## src/common/psr_pkg.sv

```systemverilog
package psr_pkg;

  // Bus widths of the memory (4M x 16 part)
  localparam int ADDR_W    = 22;
  localparam int DATA_W    = 16;
  localparam int PAGE_BITS = 4;

  // Clock period, ns
  localparam int CLK_PERIOD_NS = 8;

  // Timing figures of the -70 speed grade, ns
  localparam int WRITE_CYCLE_TIME_NS       = 70;
  localparam int WRITE_STROBE_WIDTH_NS     = 46;
  localparam int DATA_SETUP_WINDOW_NS      = 23;
  localparam int READ_ACCESS_NS            = 70;
  localparam int PAGE_ACCESS_NS            = 20;
  localparam int SELECT_HIGH_NS            = 5;
  localparam int MAX_SELECT_ACTIVE_TIME_NS = 10000;
  localparam int MAX_ADDRESS_HOLD_TIME_NS  = 10000;

  // Least times round up, longest times round down
  localparam int WRITE_CYCLE_CYC = (WRITE_CYCLE_TIME_NS + CLK_PERIOD_NS - 1) / CLK_PERIOD_NS;
  localparam int STROBE_CYC_MIN  = (WRITE_STROBE_WIDTH_NS + CLK_PERIOD_NS - 1) / CLK_PERIOD_NS;
  localparam int SETUP_CYC_MIN   = (DATA_SETUP_WINDOW_NS + CLK_PERIOD_NS - 1) / CLK_PERIOD_NS;
  // Stretched strobe covers both the plain and the extended write case
  localparam int STROBE_CYC      = (WRITE_CYCLE_CYC > STROBE_CYC_MIN) ? WRITE_CYCLE_CYC : STROBE_CYC_MIN;
  localparam int READ_CYC        = (READ_ACCESS_NS + CLK_PERIOD_NS - 1) / CLK_PERIOD_NS;
  localparam int PAGE_CYC        = (PAGE_ACCESS_NS + CLK_PERIOD_NS - 1) / CLK_PERIOD_NS;
  localparam int SELECT_HIGH_CYC = (SELECT_HIGH_NS + CLK_PERIOD_NS - 1) / CLK_PERIOD_NS;
  localparam int SELECT_MAX_CYC  = MAX_SELECT_ACTIVE_TIME_NS / CLK_PERIOD_NS;
  // Margin so an access already started still ends inside the limit
  localparam int SELECT_GUARD_CYC = STROBE_CYC + READ_CYC + 4;
  localparam int SELECT_STOP_CYC  = SELECT_MAX_CYC - SELECT_GUARD_CYC;

  localparam int CNT_W   = 4;
  localparam int TIMER_W = 11;

  typedef enum logic [2:0] {
    ST_IDLE  = 3'b000,
    ST_READ  = 3'b001,
    ST_WRITE = 3'b010,
    ST_WHOLD = 3'b011,
    ST_GAP   = 3'b100
  } psr_state_e;

  typedef struct packed {
    logic              write;
    logic [ADDR_W-1:0] addr;
    logic [DATA_W-1:0] wdata;
    logic [1:0]        byte_en;
  } psr_req_s;

  typedef struct packed {
    logic              ce_n;
    logic              oe_n;
    logic              we_n;
    logic              lb_n;
    logic              ub_n;
    logic [ADDR_W-1:0] addr;
  } psr_pins_s;

endpackage : psr_pkg

```

## src/verilog/psr_span_timer.sv

```systemverilog
`timescale 1ns/1ps
`default_nettype none

module psr_span_timer #(
  parameter int                 WIDTH = psr_pkg::TIMER_W,
  parameter logic [WIDTH-1:0]   LIMIT = WIDTH'(psr_pkg::SELECT_STOP_CYC)
) (
  // Clock and reset
  input  wire logic clk,
  input  wire logic rst,
  // Span being timed
  input  wire logic run,
  // Span has reached the limit
  output logic      expired
);

  logic [WIDTH-1:0] count_reg;

  always_ff @(posedge clk or posedge rst)
  begin
    if (rst)
      count_reg <= '0;
    else if (!run)
      count_reg <= '0;
    else if (count_reg != LIMIT)
      count_reg <= count_reg + WIDTH'(1);
  end

  always_ff @(posedge clk or posedge rst)
  begin
    if (rst)
      expired <= 1'b0;
    else
      expired <= run && (count_reg >= LIMIT);
  end

endmodule : psr_span_timer

`default_nettype wire

```

## src/verilog/psr_ctrl.sv

```systemverilog
// How it works
// - Every write finishes well inside 10 us.
// - After access: drop select or change address.
// - Page mode off: select or address span short.
// - Page mode on: select drops after each write.
// - Page mode on: write lasts under 10 us.
// - Strobe and data window stretched to cycle time.
`timescale 1ns/1ps
`default_nettype none

module psr_ctrl (
  // Clock and reset
  input  wire logic              clk,
  input  wire logic              rst,
  // Configuration
  input  wire logic              page_mode_en,
  // Request side
  input  wire logic              req_valid,
  output logic                   req_ready,
  input  wire psr_pkg::psr_req_s req,
  // Answer side
  output logic                   rsp_valid,
  output logic                   rsp_write,
  output logic [psr_pkg::DATA_W-1:0] rsp_rdata,
  // Memory pins
  output psr_pkg::psr_pins_s     mem_pins,
  input  wire logic [psr_pkg::DATA_W-1:0] mem_dq_i,
  output logic [psr_pkg::DATA_W-1:0] mem_dq_o,
  output logic                   mem_dq_oe
);

  psr_pkg::psr_state_e state_reg;
  psr_pkg::psr_state_e state_next;
  psr_pkg::psr_req_s   cur_reg;
  psr_pkg::psr_req_s   launch_req;
  logic [psr_pkg::CNT_W-1:0] cnt_reg;
  logic                last_write_reg;
  logic                accept;
  logic                selected;
  logic                same_addr;
  logic                page_hit;
  logic                may_continue;
  logic                launch;
  logic                sel_expired;
  logic                cnt_done;

  function automatic logic same_page(input logic [psr_pkg::ADDR_W-1:0] a,
                                     input logic [psr_pkg::ADDR_W-1:0] b);
    same_page = a[psr_pkg::ADDR_W-1:psr_pkg::PAGE_BITS] == b[psr_pkg::ADDR_W-1:psr_pkg::PAGE_BITS];
  endfunction : same_page

  // Select span watchdog
  psr_span_timer #(
    .WIDTH (psr_pkg::TIMER_W),
    .LIMIT (psr_pkg::TIMER_W'(psr_pkg::SELECT_STOP_CYC))
  ) u_select_timer (
    .clk     (clk),
    .rst     (rst),
    .run     (selected),
    .expired (sel_expired)
  );

  assign selected  = !mem_pins.ce_n;
  assign accept    = (state_reg == psr_pkg::ST_IDLE) && req_ready && req_valid;
  assign same_addr = (req.addr == mem_pins.addr);
  assign cnt_done  = (cnt_reg == '0);

  // Keep select low into the next access only when it is safe
  always_comb
  begin
    may_continue = 1'b1;
    if (same_addr)
      may_continue = 1'b0;
    if (page_mode_en && last_write_reg)
      may_continue = 1'b0;
    if (page_mode_en && sel_expired)
      may_continue = 1'b0;
  end

  // Page access only while still selected inside the same page
  assign page_hit = page_mode_en && selected && !last_write_reg && !req.write
                    && same_page(req.addr, mem_pins.addr);

  assign launch     = (accept && (!selected || may_continue)) || (state_reg == psr_pkg::ST_GAP);
  assign launch_req = (state_reg == psr_pkg::ST_GAP) ? cur_reg : req;

  always_comb
  begin
    state_next = state_reg;
    case (state_reg)
      psr_pkg::ST_IDLE:
      begin
        if (accept && selected && !may_continue)
          state_next = psr_pkg::ST_GAP;
        else if (accept)
          state_next = req.write ? psr_pkg::ST_WRITE : psr_pkg::ST_READ;
      end
      psr_pkg::ST_GAP:
        state_next = cur_reg.write ? psr_pkg::ST_WRITE : psr_pkg::ST_READ;
      psr_pkg::ST_READ:
        if (cnt_done)
          state_next = psr_pkg::ST_IDLE;
      psr_pkg::ST_WRITE:
        if (cnt_done)
          state_next = psr_pkg::ST_WHOLD;
      psr_pkg::ST_WHOLD:
        state_next = psr_pkg::ST_IDLE;
      default:
        state_next = psr_pkg::ST_IDLE;
    endcase
  end

  always_ff @(posedge clk or posedge rst)
  begin
    if (rst)
      state_reg <= psr_pkg::ST_IDLE;
    else
      state_reg <= state_next;
  end

  // Request handshake and capture
  always_ff @(posedge clk or posedge rst)
  begin
    if (rst)
    begin
      req_ready <= 1'b1;
      cur_reg   <= '0;
    end
    else
    begin
      if (accept)
      begin
        req_ready <= 1'b0;
        cur_reg   <= req;
      end
      else if (state_next == psr_pkg::ST_IDLE)
        req_ready <= 1'b1;
    end
  end

  // Access timing counter
  always_ff @(posedge clk or posedge rst)
  begin
    if (rst)
      cnt_reg <= '0;
    else if (launch && launch_req.write)
      cnt_reg <= psr_pkg::CNT_W'(psr_pkg::STROBE_CYC - 1);
    else if (launch && accept && page_hit)
      cnt_reg <= psr_pkg::CNT_W'(psr_pkg::PAGE_CYC - 1);
    else if (launch)
      cnt_reg <= psr_pkg::CNT_W'(psr_pkg::READ_CYC - 1);
    else if (!cnt_done)
      cnt_reg <= cnt_reg - psr_pkg::CNT_W'(1);
  end

  always_ff @(posedge clk or posedge rst)
  begin
    if (rst)
      last_write_reg <= 1'b0;
    else if (launch)
      last_write_reg <= launch_req.write;
  end

  // Memory control and address pins
  always_ff @(posedge clk or posedge rst)
  begin
    if (rst)
    begin
      mem_pins.ce_n <= 1'b1;
      mem_pins.oe_n <= 1'b1;
      mem_pins.we_n <= 1'b1;
      mem_pins.lb_n <= 1'b1;
      mem_pins.ub_n <= 1'b1;
      mem_pins.addr <= '0;
    end
    else if (launch)
    begin
      mem_pins.ce_n <= 1'b0;
      mem_pins.oe_n <= launch_req.write;
      mem_pins.we_n <= !launch_req.write;
      mem_pins.lb_n <= !launch_req.byte_en[0];
      mem_pins.ub_n <= !launch_req.byte_en[1];
      mem_pins.addr <= launch_req.addr;
    end
    else
    begin
      case (state_reg)
        psr_pkg::ST_IDLE:
          // Idle bus goes to standby unless a new access launches, which keeps select low into that access
          if (!accept)
          begin
            mem_pins.ce_n <= 1'b1;
            mem_pins.oe_n <= 1'b1;
          end
          else
          begin
            mem_pins.ce_n <= 1'b1;
            mem_pins.oe_n <= 1'b1;
          end
        psr_pkg::ST_WRITE:
          if (cnt_done)
            mem_pins.we_n <= 1'b1;
        default:
        begin
        end
      endcase
    end
  end

  // Data pins: driven for the whole strobe plus one hold cycle
  always_ff @(posedge clk or posedge rst)
  begin
    if (rst)
    begin
      mem_dq_o  <= '0;
      mem_dq_oe <= 1'b0;
    end
    else if (launch && launch_req.write)
    begin
      mem_dq_o  <= launch_req.wdata;
      mem_dq_oe <= 1'b1;
    end
    else if (state_reg == psr_pkg::ST_WHOLD || launch)
      mem_dq_oe <= 1'b0;
  end

  // Answers
  always_ff @(posedge clk or posedge rst)
  begin
    if (rst)
    begin
      rsp_valid <= 1'b0;
      rsp_write <= 1'b0;
      rsp_rdata <= '0;
    end
    else
    begin
      rsp_valid <= 1'b0;
      if (state_reg == psr_pkg::ST_READ && cnt_done)
      begin
        rsp_valid <= 1'b1;
        rsp_write <= 1'b0;
        rsp_rdata <= mem_dq_i;
      end
      else if (state_reg == psr_pkg::ST_WHOLD)
      begin
        rsp_valid <= 1'b1;
        rsp_write <= 1'b1;
      end
    end
  end

endmodule : psr_ctrl

`default_nettype wire

```

## config.mk

```make
export PLATFORM = sky130hd
export DESIGN_NAME = psr_ctrl
export DESIGN_NICKNAME = d
export VERILOG_FILES = /design/src/common/psr_pkg.sv /design/src/verilog/psr_span_timer.sv /design/src/verilog/psr_ctrl.sv
export SDC_FILE = /design/constraint.sdc
export NUM_CORES = 1
export LEC_CHECK = 0
export BUFFER_PORTS_ARGS = -buffer_cell sky130_fd_sc_hd__buf_2
export CORE_ASPECT_RATIO = 1.2
export CORE_UTILIZATION = 26
export CTS_CLUSTER_DIAMETER = 40
export CTS_CLUSTER_SIZE = 40
export DETAILED_ROUTE_END_ITERATION = 10
export PLACE_DENSITY_LB_ADDON = 0.15
export SYNTH_ARGS = -nofsm -noshare
export SYNTH_HDL_FRONTEND = slang
export SYNTH_SLANG_ARGS = --single-unit
```

## constraint.sdc

```tcl
create_clock -name clk -period 10.7 [get_ports clk]
set_clock_uncertainty 0.2 [all_clocks]
set_input_delay 2.14 -clock clk [delete_from_list [all_inputs] [get_ports clk]]
set_output_delay 2.14 -clock clk [all_outputs]
set_load 0.05 [all_outputs]
```

==> results.md <==
* Final min period at 4.46 ns
* FFs w/ async S/R, synth at 100%
* Rows at 58
* Critical path launch point type: input pin
* Max-slew headroom at 40.3%
* First DRT Iteration DRCs at 150
* Synth area leaders: dfrtp_1 53%, nand2_1 10%, mux2i_1 3.6%, xor2_1 3.4%, mux2_2 3.2%
* Gr ovfl total at 0
* Final HPWL DP at 9180 um
* Ant diodes at 0
* Die Span Y at 163 um
* Clk_lat worst skew at 0.42 ns
* Post-Place Cells at 934
* Clk pin slew, worst setup/hold paths at 0.06 ns
* Internal at 0.00134 W
* Final instance area at 7060 um2
* Hold Crit Class: reg2reg
* Setup violators final at 0
* Vias in the first global route at 4,403
* Crit end category: flip-flop
* Largest register FFs at 41
* Final #Nets at 748
* Worst IR Drop VDD at 0.000138 V
* First-pass GRT wire length at 22,600 um
* Flop2flop setup slack at 7.46 ns
* RePlAce Congestion at 0.746
* Max Root-Sink Buffers at 2
* Part of the power in registers at 34.0%
* Synth cell types at 45
* Clock network fraction of total power at 23.7%
* Switching share of total power at 45.1%
* Post-Synthesis Net Count at 628
* Finished Layout Cells at 966
* Cell area power density at 346 nW/um2
* Die Footprint at 22,100 um2
* Kind of critical path: in2reg
* Share of cells above drive strength 1 at 28.7%
* Post-CTS Hold Fix Bufs at 0
* Via count at 4,346
* Post-synthesis register bit count at 124
* Post-synth EDFFs at 0
* Status: complete, no violations
* Wirelength, routed at 13,900 um
* Power share of the combinational group at 42.4%
* CTS buffer count at 17
* Max cap viols at 0
* Area leader, netlist: dfrtp_1
* Worst Tran Pin Value at 0.895 ns
* Synthesized area at 5590 um2
* Placed cell areas at 6460 um2
* I/O pin cnt at 124
* Fin crit share at 41.6%
* Antenna-violating nets left at 0
* Total GRT Usage at 13.5%
* Fmax at 224 MHz
* CP Data Required Time at 10.84 ns
* Largest net degree at the start of global routing at 64
* Core box area at 21,000 um2
* Area grow syn2layout at 26.3%
* Drt wl/cell at 14.4 um
* Root Driver: clkbuf_16
* Ys Warns at 0
* Post-synth top flop: dfrtp_1
* Post-synth top area share at 52.9%
* Sequential area share after synthesis at 55.7%
* Initial Util at 26.5%
* CTS tree: yes
* RSZ-0062 raised after global routing: false
* Pins Over Slew Limit at 0
* Drt drc at 0
* Port bufs at 123
* DRT Pass-1 Iters at 4
* Vias/cell at 4.50
* Top-count cell post-synth: nand2_1
* H-Tree Level Count at 4
* Syn Area/Cell at 9.92 um2
* Worst Path Max Fanout at 34
* Final Hold Fails at 0
* Setup TNS at 0 ns
* Post_cts resized at 0
* Arrival time at the worst endpoint at 4.59 ns
* Antenna violations before repair at 1
* Gate Count Post-Synth at 563
* Setup repair bufs after CTS at 0
* Leakage at 3.59 nW
* Sw power at 0.00110 W
* Most instantiated cells after synthesis: 153 x nand2_1, 118 x dfrtp_1, 44 x nor2_1, 33 x a21oi_1, 22 x xor2_1
* # clock sinks at 124
* Die Width at 136 um
==> area by class of cell <==
| type | instances | area (um2) |
|---|---|---|
| clock inverter | 13 | 141 |
| timing repair buffer | 129 | 661 |
| fill | 2180 | 14000 |
| multi-input combinational | 404 | 2320 |
| clock buffer | 19 | 453 |
| inverter | 7 | 28.8 |
| tap | 270 | 338 |
| sequential | 124 | 3110 |
==> final timing paths <==
check,start,to,cells past startpoint
max,req_valid,cnt_reg[1],7
min,cur_reg[1],mem_pins[22],1
max reg2reg,state_reg[1],cnt_reg[1],7
min reg2reg,cur_reg[1],mem_pins[22],1
max in group asynchronous,rst,mem_dq_o[13],3
min in group asynchronous,rst,rsp_rdata[13],2
==> logic make-up after synthesis <==
logic type,synth area share (%)
adder cells (fa/ha/maj),0.896
flip-flops,55.7
XOR/XNOR,5.17
buffers and inverters,2.87
AND/OR/NAND/NOR,18.8
multiplexers,6.81
AO/OA/AOI/OAI,9.79
==> cells in the final DEF (no fill, tap or decap), types with 3 or more instances in the layout <==
cell type   netlist  final
a21oi_1          33     33
a2bb2oi_1        18     18
and3_1            3      3
buf_2             5    123
buf_4             0      6
clkbuf_16         0     17
clkinv_2          0      3
clkinv_4          0      3
clkinvlp_4        0      3
dfrtp_1         118    118
dfstp_2           6      6
ha_1              4      4
inv_1             6      5
mux2_2           16     16
mux2i_1          20     20
nand2_1         153    152
nand3_1           7      7
nand4_1           5      5
nor2_1           44     44
nor3_1            6      5
nor4_1            5      5
o21ai_0          21     21
or2_2             5      5
xnor2_1          11     11
xor2_1           22     22
==> power by group through the flow <==
stage	clock network, W	logic (W)	registers (W)
after floorplan	0	0.000411	0.00121
after global placement	0	0.00104	0.000829
after detailed placement	0	0.00105	0.000839
after CTS	0.000599	0.00105	0.000832
after global routing	0.000620	0.00113	0.000863
final	0.000578	0.00103	0.000830
==> routing by layer <==
layer	track usage, %	up-vias	wire length, um
li1	-	2133	-
met5	0	-	13
met2	21.4	113	6460
met3	4.79	18	887
met1	16.8	2080	6320
met4	4.75	2	189
==> worst max-delay path, stage by stage <==
cell	delay, ns
buf_2	0.10
nand2_1	0.11
nor3_2	0.60
buf_4	0.51
o21ai_2	0.20
a2111oi_0	0.70
o21bai_1	0.20
==> stage by stage <==
step / setup slack, ns / hold slack, ns / utilization (%) / power (W)
after global routing: 5.86 / 0.280 / 33.5 / 0.00261
after global placement: 5.70 / 0.238 / 30.7 / 0.00186
after detailed placement: 5.74 / 0.250 / 30.7 / 0.00189
after CTS: 6.18 / 0.262 / 33.5 / 0.00248
final: 6.24 / 0.253 / 33.5 / 0.00244
after floorplan: 5.07 / 0.225 / - / 0.00162
Power figures use the tool's default switching activity.
